### src/design/fct_map.svh
// Register addresses, field positions, reset values and divider masks of the timer
`ifndef FCT_MAP_SVH
`define FCT_MAP_SVH

// Byte addresses on the 8-bit peripheral port
`define FCT_ADDR_COUNT_HI 4'h0
`define FCT_ADDR_COUNT_LO 4'h1
`define FCT_ADDR_CMP_HI 4'h2
`define FCT_ADDR_CMP_LO 4'h3
`define FCT_ADDR_CAP0_HI 4'h4
`define FCT_ADDR_IRQ_EN 4'hc
`define FCT_ADDR_EDGE_CTRL 4'hd
`define FCT_ADDR_OUT_CTRL 4'he
`define FCT_ADDR_FLAGS 4'hf

// Edge/buffer/clock control fields
`define FCT_BUF_FIRST_BIT 3
`define FCT_BUF_SECOND_BIT 2
`define FCT_EDGE_CTRL_RST 8'h00

// Compare output control fields; bits 7 to 5 are fixed ones
`define FCT_CMP_SEL_BIT 4
`define FCT_PIN_ON_FIRST_BIT 3
`define FCT_PIN_ON_SECOND_BIT 2
`define FCT_LEVEL_FIRST_BIT 1
`define FCT_LEVEL_SECOND_BIT 0
`define FCT_OUT_CTRL_RST 5'h00
`define FCT_OUT_CTRL_FIXED 8'he0

// Flag register fields; bit 0 is the clear-on-match control
`define FCT_FLAG_MATCH_FIRST 3
`define FCT_FLAG_MATCH_SECOND 2
`define FCT_FLAG_WRAP 1
`define FCT_CLR_ON_MATCH_BIT 0
`define FCT_FLAGS_RST 8'h00

// Interrupt enable, bits 7 to 1 writable, bit 0 reads one
`define FCT_IRQ_EN_RST 7'h00
`define FCT_IRQ_EN_FIXED 8'h01

// Prescaler masks: tick when the masked count is all ones
`define FCT_DIV2_MASK 5'h01
`define FCT_DIV8_MASK 5'h07
`define FCT_DIV32_MASK 5'h1f

`endif

### src/design/fct_pkg.sv
// Types shared by the timer modules
package fct_pkg;

   // Count source selection codes
   typedef enum logic [1:0] {
      FCT_SRC_DIV2,
      FCT_SRC_DIV8,
      FCT_SRC_DIV32,
      FCT_SRC_EXT
   } fct_src_t;

   typedef logic [15:0] fct_word_t;

endpackage : fct_pkg

### src/design/fct_timer.sv
// Free-running 16-bit timer, two compares, four captures, 8-bit CPU port
`timescale 1ns/1ps
`include "fct_map.svh"
module fct_timer
   import fct_pkg::*;
#(
   parameter logic [15:0] CMP_RESET = 16'hffff
) (
   input logic clk_sys,
   input logic sys_rst,
   input logic low_power_entry,
   input logic [3:0] reg_addr,
   input logic reg_wr,
   input logic reg_rd,
   input logic [7:0] reg_wdata,
   output logic [7:0] reg_rdata,
   input logic capture_pin_first,
   input logic capture_pin_second,
   input logic capture_pin_third,
   input logic capture_pin_fourth,
   input logic ext_count_pin,
   output logic compare_pin_first,
   output logic compare_pin_second,
   output logic timer_irq
);
   fct_word_t count_reg, count_next;
   fct_word_t cmp_a_reg, cmp_a_next;
   fct_word_t cmp_b_reg, cmp_b_next;
   fct_word_t cap_reg [0:3];
   fct_word_t cap_next [0:3];
   logic [7:0] hold_reg, hold_next;
   logic [7:0] rdata_reg, rdata_next;
   logic [7:0] edge_ctrl_reg, edge_ctrl_next;
   logic [4:0] out_ctrl_reg, out_ctrl_next;
   logic [7:0] flags_reg, flags_next;
   logic [7:1] armed_reg, armed_next;
   logic [7:1] irq_en_reg, irq_en_next;
   logic [3:0] cap_pend_reg, cap_pend_next;
   logic lvl_a_reg, lvl_a_next;
   logic lvl_b_reg, lvl_b_next;
   logic pin_a_reg, pin_a_next;
   logic pin_b_reg, pin_b_next;
   logic irq_reg, irq_next;
   logic [4:0] pin_rise, pin_fall;
   logic [3:0] pick, block, fire;
   logic [7:1] flag_set, flag_clr;
   logic tick, match_a, match_b, wrap, buf_a, buf_b, wr_flags;

   // Upper-byte address of capture register idx
   function automatic logic cap_hi(input logic [3:0] a, input logic [1:0] idx);
      cap_hi = (a == (`FCT_ADDR_CAP0_HI + {1'b0, idx, 1'b0}));
   endfunction : cap_hi

   // Lower-byte address of capture register idx
   function automatic logic cap_lo(input logic [3:0] a, input logic [1:0] idx);
      cap_lo = (a == (`FCT_ADDR_CAP0_HI + {1'b0, idx, 1'b1}));
   endfunction : cap_lo

   fct_pin_edge #(
      .WIDTH(5)
   ) u_pins (
      .clk_sys(clk_sys),
      .sys_rst(sys_rst),
      .pin_in({ext_count_pin, capture_pin_fourth, capture_pin_third,
               capture_pin_second, capture_pin_first}),
      .pin_rise(pin_rise),
      .pin_fall(pin_fall)
   );

   fct_count_tick u_tick (
      .clk_sys(clk_sys),
      .sys_rst(sys_rst),
      .hold(low_power_entry),
      .src(fct_src_t'(edge_ctrl_reg[1:0])),
      .ext_rise(pin_rise[4]),
      .tick(tick)
   );

   assign buf_a = edge_ctrl_reg[`FCT_BUF_FIRST_BIT];
   assign buf_b = edge_ctrl_reg[`FCT_BUF_SECOND_BIT];

   // Edge choice per capture channel
   for (genvar i = 0; i < 4; i++) begin : g_pick
      assign pick[i] = edge_ctrl_reg[7-i] ? pin_rise[i] : pin_fall[i];
   end

   // A capture landing on an upper-byte read waits one clock so the pair stays whole
   assign block[0] = reg_rd && (cap_hi(reg_addr, 2'd0) || (buf_a && cap_hi(reg_addr, 2'd2)));
   assign block[2] = reg_rd && (cap_hi(reg_addr, 2'd2) || (buf_a && cap_hi(reg_addr, 2'd0)));
   assign block[1] = reg_rd && (cap_hi(reg_addr, 2'd1) || (buf_b && cap_hi(reg_addr, 2'd3)));
   assign block[3] = reg_rd && (cap_hi(reg_addr, 2'd3) || (buf_b && cap_hi(reg_addr, 2'd1)));
   assign fire = (pick | cap_pend_reg) & ~block;

   // Match only on the tick that moves the count off the equal value
   assign match_a = tick && (count_reg == cmp_a_reg);
   assign match_b = tick && (count_reg == cmp_b_reg);
   assign wrap = tick && (count_reg == 16'hffff) &&
                 !(match_a && flags_reg[`FCT_CLR_ON_MATCH_BIT]);

   // Counter, compare values and capture registers
   always_comb begin
      count_next = count_reg;
      cmp_a_next = cmp_a_reg;
      cmp_b_next = cmp_b_reg;
      for (int k = 0; k < 4; k++) begin
         cap_next[k] = cap_reg[k];
      end
      if (tick) begin
         if (match_a && flags_reg[`FCT_CLR_ON_MATCH_BIT]) begin
            count_next = 16'h0000;
         end else begin
            count_next = count_reg + 16'h0001;
         end
      end
      // Lower-byte write commits the latched upper byte
      if (reg_wr && reg_addr == `FCT_ADDR_COUNT_LO) begin
         count_next = {hold_reg, reg_wdata};
      end
      if (reg_wr && reg_addr == `FCT_ADDR_CMP_LO) begin
         if (out_ctrl_reg[`FCT_CMP_SEL_BIT]) begin
            cmp_b_next = {hold_reg, reg_wdata};
         end else begin
            cmp_a_next = {hold_reg, reg_wdata};
         end
      end
      if (fire[0]) begin
         if (buf_a) begin
            cap_next[2] = cap_reg[0];
         end
         cap_next[0] = count_reg;
      end
      if (fire[1]) begin
         if (buf_b) begin
            cap_next[3] = cap_reg[1];
         end
         cap_next[1] = count_reg;
      end
      if (fire[2] && !buf_a) begin
         cap_next[2] = count_reg;
      end
      if (fire[3] && !buf_b) begin
         cap_next[3] = count_reg;
      end
      if (low_power_entry) begin
         count_next = 16'h0000;
         cmp_a_next = CMP_RESET;
         cmp_b_next = CMP_RESET;
         for (int k = 0; k < 4; k++) begin
            cap_next[k] = 16'h0000;
         end
      end
   end

   always_ff @(posedge clk_sys or posedge sys_rst) begin
      if (sys_rst) begin
         count_reg <= 16'h0000;
         cmp_a_reg <= CMP_RESET;
         cmp_b_reg <= CMP_RESET;
         for (int k = 0; k < 4; k++) begin
            cap_reg[k] <= 16'h0000;
         end
      end else begin
         count_reg <= count_next;
         cmp_a_reg <= cmp_a_next;
         cmp_b_reg <= cmp_b_next;
         for (int k = 0; k < 4; k++) begin
            cap_reg[k] <= cap_next[k];
         end
      end
   end

   // Flags: hardware sets, read-then-write-zero clears, set wins
   assign wr_flags = reg_wr && reg_addr == `FCT_ADDR_FLAGS;
   assign flag_set = {fire[0], fire[1], fire[2], fire[3], match_a, match_b, wrap};
   assign flag_clr = wr_flags ? (armed_reg & ~reg_wdata[7:1]) : 7'h00;

   always_comb begin
      flags_next = flags_reg;
      flags_next[7:1] = (flags_reg[7:1] & ~flag_clr) | flag_set;
      if (wr_flags) begin
         flags_next[`FCT_CLR_ON_MATCH_BIT] = reg_wdata[`FCT_CLR_ON_MATCH_BIT];
      end
      // Only flags seen as one by a read may later be cleared
      if (reg_rd && reg_addr == `FCT_ADDR_FLAGS) begin
         armed_next = flags_reg[7:1];
      end else begin
         armed_next = armed_reg & flags_next[7:1];
      end
      cap_pend_next = (pick | cap_pend_reg) & block;
      if (low_power_entry) begin
         flags_next = `FCT_FLAGS_RST;
         armed_next = 7'h00;
         cap_pend_next = 4'h0;
      end
   end

   always_ff @(posedge clk_sys or posedge sys_rst) begin
      if (sys_rst) begin
         flags_reg <= `FCT_FLAGS_RST;
         armed_reg <= 7'h00;
         cap_pend_reg <= 4'h0;
      end else begin
         flags_reg <= flags_next;
         armed_reg <= armed_next;
         cap_pend_reg <= cap_pend_next;
      end
   end

   // Control registers, compare pins and interrupt line
   always_comb begin
      edge_ctrl_next = edge_ctrl_reg;
      out_ctrl_next = out_ctrl_reg;
      irq_en_next = irq_en_reg;
      if (reg_wr && reg_addr == `FCT_ADDR_EDGE_CTRL) begin
         edge_ctrl_next = reg_wdata;
      end
      if (reg_wr && reg_addr == `FCT_ADDR_OUT_CTRL) begin
         out_ctrl_next = reg_wdata[4:0];
      end
      if (reg_wr && reg_addr == `FCT_ADDR_IRQ_EN) begin
         irq_en_next = reg_wdata[7:1];
      end
      lvl_a_next = match_a ? out_ctrl_reg[`FCT_LEVEL_FIRST_BIT] : lvl_a_reg;
      lvl_b_next = match_b ? out_ctrl_reg[`FCT_LEVEL_SECOND_BIT] : lvl_b_reg;
      if (low_power_entry) begin
         edge_ctrl_next = `FCT_EDGE_CTRL_RST;
         out_ctrl_next = `FCT_OUT_CTRL_RST;
         irq_en_next = `FCT_IRQ_EN_RST;
         lvl_a_next = 1'b0;
         lvl_b_next = 1'b0;
      end
      pin_a_next = out_ctrl_next[`FCT_PIN_ON_FIRST_BIT] & lvl_a_next;
      pin_b_next = out_ctrl_next[`FCT_PIN_ON_SECOND_BIT] & lvl_b_next;
      irq_next = |(flags_next[7:1] & irq_en_next);
   end

   always_ff @(posedge clk_sys or posedge sys_rst) begin
      if (sys_rst) begin
         edge_ctrl_reg <= `FCT_EDGE_CTRL_RST;
         out_ctrl_reg <= `FCT_OUT_CTRL_RST;
         irq_en_reg <= `FCT_IRQ_EN_RST;
         lvl_a_reg <= 1'b0;
         lvl_b_reg <= 1'b0;
         pin_a_reg <= 1'b0;
         pin_b_reg <= 1'b0;
         irq_reg <= 1'b0;
      end else begin
         edge_ctrl_reg <= edge_ctrl_next;
         out_ctrl_reg <= out_ctrl_next;
         irq_en_reg <= irq_en_next;
         lvl_a_reg <= lvl_a_next;
         lvl_b_reg <= lvl_b_next;
         pin_a_reg <= pin_a_next;
         pin_b_reg <= pin_b_next;
         irq_reg <= irq_next;
      end
   end

   // Read path and the shared holding latch
   always_comb begin
      rdata_next = rdata_reg;
      hold_next = hold_reg;
      if (reg_wr && (reg_addr == `FCT_ADDR_COUNT_HI || reg_addr == `FCT_ADDR_CMP_HI)) begin
         hold_next = reg_wdata;
      end
      if (reg_rd) begin
         rdata_next = 8'h00;
         if (reg_addr == `FCT_ADDR_COUNT_HI) begin
            rdata_next = count_reg[15:8];
            hold_next = count_reg[7:0];
         end else if (reg_addr == `FCT_ADDR_COUNT_LO) begin
            rdata_next = hold_reg;
         end else if (reg_addr == `FCT_ADDR_CMP_HI) begin
            rdata_next = out_ctrl_reg[`FCT_CMP_SEL_BIT] ? cmp_b_reg[15:8] : cmp_a_reg[15:8];
         end else if (reg_addr == `FCT_ADDR_CMP_LO) begin
            rdata_next = out_ctrl_reg[`FCT_CMP_SEL_BIT] ? cmp_b_reg[7:0] : cmp_a_reg[7:0];
         end else if (reg_addr == `FCT_ADDR_IRQ_EN) begin
            rdata_next = {irq_en_reg, 1'b0} | `FCT_IRQ_EN_FIXED;
         end else if (reg_addr == `FCT_ADDR_EDGE_CTRL) begin
            rdata_next = edge_ctrl_reg;
         end else if (reg_addr == `FCT_ADDR_OUT_CTRL) begin
            rdata_next = `FCT_OUT_CTRL_FIXED | {3'b000, out_ctrl_reg};
         end else if (reg_addr == `FCT_ADDR_FLAGS) begin
            rdata_next = flags_reg;
         end else begin
            for (int k = 0; k < 4; k++) begin
               if (cap_hi(reg_addr, 2'(k))) begin
                  rdata_next = cap_reg[k][15:8];
                  hold_next = cap_reg[k][7:0];
               end else if (cap_lo(reg_addr, 2'(k))) begin
                  rdata_next = hold_reg;
               end
            end
         end
      end
   end

   // Holding latch is not touched by low-power entry; software rewrites both bytes
   always_ff @(posedge clk_sys or posedge sys_rst) begin
      if (sys_rst) begin
         rdata_reg <= 8'h00;
         hold_reg <= 8'h00;
      end else begin
         rdata_reg <= rdata_next;
         hold_reg <= hold_next;
      end
   end

   assign reg_rdata = rdata_reg;
   assign compare_pin_first = pin_a_reg;
   assign compare_pin_second = pin_b_reg;
   assign timer_irq = irq_reg;
endmodule : fct_timer

### src/design/fct_pin_edge.sv
// Two-flop pin synchroniser with rise and fall strobes
`timescale 1ns/1ps
module fct_pin_edge #(
   parameter int WIDTH = 5
) (
   input logic clk_sys,
   input logic sys_rst,
   input logic [WIDTH-1:0] pin_in,
   output logic [WIDTH-1:0] pin_rise,
   output logic [WIDTH-1:0] pin_fall
);
   logic [WIDTH-1:0] sync1_reg, sync1_next;
   logic [WIDTH-1:0] sync2_reg, sync2_next;
   logic [WIDTH-1:0] prev_reg, prev_next;

   // First stage feeds only the second stage
   always_comb begin
      sync1_next = pin_in;
      sync2_next = sync1_reg;
      prev_next = sync2_reg;
   end

   always_ff @(posedge clk_sys or posedge sys_rst) begin
      if (sys_rst) begin
         sync1_reg <= '0;
         sync2_reg <= '0;
         prev_reg <= '0;
      end else begin
         sync1_reg <= sync1_next;
         sync2_reg <= sync2_next;
         prev_reg <= prev_next;
      end
   end

   // Edge strobes from the settled stages only
   assign pin_rise = sync2_reg & ~prev_reg;
   assign pin_fall = ~sync2_reg & prev_reg;

endmodule : fct_pin_edge

### src/design/fct_count_tick.sv
// Count tick generator: system clock prescaler or external edge
`timescale 1ns/1ps
`include "fct_map.svh"
module fct_count_tick
   import fct_pkg::*;
(
   input logic clk_sys,
   input logic sys_rst,
   input logic hold,
   input fct_src_t src,
   input logic ext_rise,
   output logic tick
);
   logic [4:0] div_reg, div_next;

   // Free prescaler; held at zero in low-power modes
   always_comb begin
      div_next = hold ? 5'h00 : div_reg + 5'h01;
      case (src)
         FCT_SRC_DIV2: tick = ~hold && ((div_reg & `FCT_DIV2_MASK) == `FCT_DIV2_MASK);
         FCT_SRC_DIV8: tick = ~hold && ((div_reg & `FCT_DIV8_MASK) == `FCT_DIV8_MASK);
         FCT_SRC_DIV32: tick = ~hold && ((div_reg & `FCT_DIV32_MASK) == `FCT_DIV32_MASK);
         default: tick = ~hold && ext_rise;
      endcase
   end

   always_ff @(posedge clk_sys or posedge sys_rst) begin
      if (sys_rst) begin
         div_reg <= 5'h00;
      end else begin
         div_reg <= div_next;
      end
   end

endmodule : fct_count_tick

### config.mk
export PLATFORM = sky130hd
export DESIGN_NAME = fct_timer
export DESIGN_NICKNAME = d
export VERILOG_FILES = /design/src/design/fct_pkg.sv /design/src/design/fct_timer.sv /design/src/design/fct_pin_edge.sv /design/src/design/fct_count_tick.sv
export VERILOG_INCLUDE_DIRS = /design/src /design/src/design
export SDC_FILE = /design/constraint.sdc
export NUM_CORES = 1
export LEC_CHECK = 0
export BUFFER_PORTS_ARGS = -buffer_cell sky130_fd_sc_hd__buf_2
export CAP_MARGIN = 20
export CORE_ASPECT_RATIO = 1.4
export CORE_UTILIZATION = 68
export CTS_CLUSTER_SIZE = 20
export DETAILED_ROUTE_END_ITERATION = 16
export GPL_TIMING_DRIVEN = 0
export HOLD_SLACK_MARGIN = 0.15
export PLACE_DENSITY_LB_ADDON = 0.08
export SLEW_MARGIN = 15
export SYNTH_ARGS = -nofsm -noshare
export SYNTH_HDL_FRONTEND = slang
export SYNTH_HIERARCHICAL = 1
export SYNTH_SLANG_ARGS = --single-unit
export TNS_END_PERCENT = 20
### constraint.sdc
create_clock -name clk_sys -period 7.72 [get_ports clk_sys]
set_clock_uncertainty 0.05 [all_clocks]
set_input_delay 0.386 -clock clk_sys [delete_from_list [all_inputs] [get_ports clk_sys]]
set_output_delay 0.386 -clock clk_sys [all_outputs]
set_load 0.1 [all_outputs]
== Word level (Yosys, flattened, before mapping) ==
Index checks and enable logic that the tools add are counted.
Word-level totals
  flip-flop bits (word level): 192
  bits in latches: 0
  bits in writable memories: 0
  memory bits (read-only): 0
  bits of input ports: 22
  output and inout bits: 11
  logic and storage cells: 196
  memories kept: 0
Cells by class
  add/sub/neg operators: 2
  multiply operators: 0
  divide/modulo/power cells: 0
  magnitude comparators: 0
  eq/ne operators: 23
  shift-type cells: 0
  muxes and demuxes: 73
  bitwise operators: 18
  reductions and logical operators: 54
Operators by type and width (count)
  $mux W16: 18
  $mux W8: 35
  $mux W64: 1
  $mux W7: 5
  $eq A16 B16 Y1: 2
  $eq A4 B4 Y1 const B: 8
  $and A7 B7 Y7: 4
  $logic_and A1 B1 Y1: 27
  $add A16 B1 Y16 const B: 1
  $eq A16 B16 Y1 const B: 1
  $eq A4 B3 Y1 const B: 4
  $mux W5: 3
  $reduce_bool A3 Y1: 5
  $not A7 Y7: 2
  $reduce_bool A2 Y1: 7
  $and A4 B4 Y4: 3
  $mux W1: 9
  $eq A4 B2 Y1 const B: 2
  $not A4 Y4: 2
  $reduce_and A2 Y1: 4
  $or A7 B7 Y7: 1
  $reduce_or A7 Y1: 1
  $add A5 B1 Y5 const B: 1
  $and A5 B5 Y5: 1
  other kinds (16): 23

== Logic depth before layout (Yosys ltp) ==
  word-level depth: 17
  mapped depth: 12
  depth with buffers taken out: 10

== Hierarchy ==
The synthesis kept the hierarchy.
By module, submodules not included
  fct_timer: times used 1, cells an instance 1131, area each 10427.5 um2, seq. area each 4344.2 um2
  fct_pin_edge: times used 1, cells an instance 26, area each 466.7 um2, seq. area each 375.4 um2
  fct_count_tick: times used 1, cells an instance 20, area each 257.7 um2, seq. area each 125.1 um2

== Worst setup path after synthesis ==
No wires, ideal clock.
  kind: register to register
  start: reg u_tick.div_reg[0]
  end: reg count_reg[0]
  library setup time: 0.104 ns
  arrival: 2.648 ns
  data required time: 7.566 ns
  slack: 4.918 ns
  cell stages (with the launch flop): 13
  path buffers: 2
  period minus slack after synthesis: 2.802 ns
  path through: dfrtp_1 ha_1 and3_1 ha_1 mux4_2 nor2b_4 buf_2 clkinv_1 nor3_1 nand3_1 clkbuf_1 nand3b_1 a221oi_1
On the way
  longest elaborated chain between the ends: 9
  elaborated cells on any way between the ends: 13
  those cells by class: 2 x eq/ne; 5 x mux; 6 x reduce/logical
RTL lines
  start: declaration: line fct_count_tick.sv:14  | logic [4:0] div_reg, div_next;
  start signal: assignment: line fct_count_tick.sv:31  | div_reg <= div_next;
  $eq A5 B5 Y1 (no source line) / $eq A3 B3 Y1 (equally long branches)
  $logic_and A1 B1 Y1, on equally long branches: line fct_count_tick.sv:22, fct_count_tick.sv:21
  $pmux W1 S3 *: line fct_count_tick.sv:19  | case (src)
  net tick: line fct_timer.sv:47  | logic tick, match_a, match_b, wrap, buf_a, buf_b, wr_flags;
  $logic_and A1 B1 Y1: line fct_timer.sv:95  | assign match_a = tick && (count_reg == cmp_a_reg);
  $logic_and A1 B1 Y1: line fct_timer.sv:109  | if (match_a && flags_reg[`FCT_CLR_ON_MATCH_BIT]) begin
  $mux W16: line fct_timer.sv:109
  $mux W16: line fct_timer.sv:108  | if (tick) begin
  $mux W16: line fct_timer.sv:116  | if (reg_wr && reg_addr == `FCT_ADDR_COUNT_LO) begin
  $mux W16: line fct_timer.sv:144  | if (low_power_entry) begin
  end signal: assignment: line fct_timer.sv:163  | count_reg <= count_next;
  end: declaration: line fct_timer.sv:26  | fct_word_t count_reg, count_next;
Mark *: on every way through the listed nets, which the timed path passes. The rest lies on a longest branch. The select of a mux whose other input is x is not followed.
A chain may end at the register's enable or synchronous reset.

== Final worst setup path ==
  start: reg u_tick.div_reg[0]
  end: reg count_reg[11]
Same word-level chain as after synthesis.

==> impl_metrics.env <==
export IMPL_die_area_mm2=0.0169
export IMPL_cts_made_buffers=17
export IMPL_grt_pass1_wl_mm=58.6
export IMPL_cts_clk_slew_worst_paths_ps=80
export IMPL_wl_per_cell_um=27.1
export IMPL_num_nets_final=1256
export IMPL_p_int_uw=1640
export IMPL_final_area_mm2=0.0122
export IMPL_clockBufferDepth=2
export IMPL_ant_nets=0
export IMPL_rows=55
export IMPL_cts_tree="built"
export IMPL_wl_mm=39.1
export IMPL_r2r_start="u_tick/div_reg[0]"
export IMPL_largest_register_ffs=64
export IMPL_hp_start="reg_rd"
export IMPL_peakVddDrop_mv=0.161
export IMPL_h_tree_depth=4
export IMPL_cts_sinks=192
export IMPL_dp_cells=1404
export IMPL_r2r_slack_ps=4010
export IMPL_maxSlewHeadroom=0.260
export IMPL_n_fill_cell=1164
export IMPL_via_count=10500
export IMPL_wl_met3_mm=4.04
export IMPL_p_sw_uw=796
export IMPL_cts_root_buf="clkbuf_16"
export IMPL_final_layout_size_suffix_gt1_frac=0.162
export IMPL_syn_area_per_cell_um2=9.48
export IMPL_antenna_found_initial=0
export IMPL_first_pass_iters=8
export IMPL_fmax_ghz=0.269
export IMPL_finalSetupTns_ps=0
export IMPL_final_cells=1444
export IMPL_power_uw=2440
export IMPL_p_sw_frac=0.327
export IMPL_seqPwrFrac=0.439
export IMPL_dp_hpwl_mm=27.8
export IMPL_start_util=0.692
export IMPL_min_to="cap_pend_reg[2]"
export IMPL_run_status="complete, no violations"
export IMPL_hold_path_class="input port to flip-flop"
export IMPL_fin_crit_sh=0.481
export IMPL_power_density_mw_per_mm2=199
export IMPL_die_h_um=153
export IMPL_leakagePower_uw=0.00488
export IMPL_hold_violations=0
export IMPL_area_delta_synth_final_pct=9.87
export IMPL_rsz0062_at_grt="no"
export IMPL_maxCapViolCount=0
export IMPL_pin_count=33
export IMPL_remaining_drc_errors=0
export IMPL_grt_pass1_vias=10400
export IMPL_place_gp_congestion=1.01
export IMPL_highest_layer="met4"
export IMPL_hold_depth=3
export IMPL_drt_iter0_drc=1631
export IMPL_arrival_ps=3980
export IMPL_setup_viol=0
export IMPL_syn_num_nets=1202
export IMPL_r2r_end="count_reg[11]"
export IMPL_setup_worst_path_start_class="flip-flop"
export IMPL_synth_cells=1176
export IMPL_port_buffers=28
export IMPL_placed_area_mm2=0.0116
export IMPL_holdWs_ps=242
export IMPL_clockPowerShare=0.377
export IMPL_startpoint="u_tick/div_reg[0]"
export IMPL_min_period_ps=3710
export IMPL_die_w_um=110
export IMPL_grt_max_degree=100
export IMPL_routed_via_density=7.28
export IMPL_grt_usage=0.482
export IMPL_slew_violations=0
export IMPL_tightest_slew_ps=1110
export IMPL_end_kind="flip-flop"
export IMPL_grt_overflow_total=0
export IMPL_combPwrFrac=0.184
export IMPL_met1Wirelength_mm=13.9
export IMPL_met2_length_mm=17.9
export IMPL_synth_area_mm2=0.0111
export IMPL_core_area_mm2=0.0161
export IMPL_cts_setup_buffers=0
export IMPL_cp_max_fo=10
export IMPL_clkLatencyLatePin_ps=450
export IMPL_path_class="flip-flop to flip-flop"
export IMPL_yosysWarnings=6
export IMPL_required_ps=7990
export IMPL_r2r_cells=12
-- routing by layer --
metal  global-route usage  vias up
li1                     -     4419
met1                0.582     5102
met2                0.740      759
met3                0.119      229
met4                0.348        0
met5                    0        -
-- worst max path at each step --
stage | end | slack [ps] | cells past startpoint
final | count_reg[11] | 4010 | 12
after global routing | count_reg[6] | 3890 | 12
after CTS | count_reg[6] | 4150 | 12
after detailed placement | count_reg[6] | 4220 | 12
after global placement | cap_reg[50] | 670 | 2
after floorplan | armed_reg[1] | 2680 | 1
-- power by group through the flow --
stage	registers (uW)	clock network [uW]	logic (uW)
after floorplan	1120	0	251
after global placement	1090	0	419
after detailed placement	1090	0	427
after CTS	1070	911	431
after global routing	1070	945	468
final	1070	919	448
-- final cells by class --
| class | count | area, um^2 | area share |
|---|---|---|---|
| Clock buffer | 18 | 439 | 0.0359 |
| Sequential cell | 192 | 4840 | 0.396 |
| Multi-Input combinational cell | 840 | 5620 | 0.459 |
| Clock inverter | 14 | 171 | 0.0140 |
| Buffer | 112 | 559 | 0.0457 |
| Timing Repair Buffer | 35 | 228 | 0.0186 |
| Tap cell | 199 | 249 | 0.0203 |
| Inverter | 32 | 128 | 0.0104 |
| Antenna cell | 2 | 5.00 | 0.000409 |
-- layout by cell type (no fill, tap or decap), drive strengths merged, types with 13 or more instances in the layout --
master / count
a22oi: 19
nor2b: 18
dfstp: 32
mux2i: 72
xnor2: 21
nor3: 20
o22a: 43
dfrtp: 160
clkbuf: 66
nand3: 25
a21oi: 80
a31oi: 14
buf: 93
o221ai: 13
o21ai: 88
nand2: 115
inv: 37
o31ai: 35
nor2: 68
mux2: 21
-- what timing repair did --
action | in CTS | in global routing
hold endpoints to repair | 66 | 0
gates resized for setup | 0 | 0
hold buffers | 6 | 0
-- critical path: stages, from the launching register on --
cell and delay [ps]:
dfrtp_1 400, ha_1 180, and3_1 160, ha_1 130
mux4_2 230, nor2b_4 120, buf_2 280, clkinv_1 350
nor3_1 590, nand3_1 390, clkbuf_1 320, nand2_1 210
o21ai_0 150
-- through the flow --
step                      setup slack (ps)  utilization
after floorplan                       2680            -
after global placement                 670        0.716
after detailed placement              4220        0.718
after CTS                             4150        0.760
after global routing                  3890        0.760
final                                 4010        0.760
No activity file was read; power rests on OpenSTA's default activity.
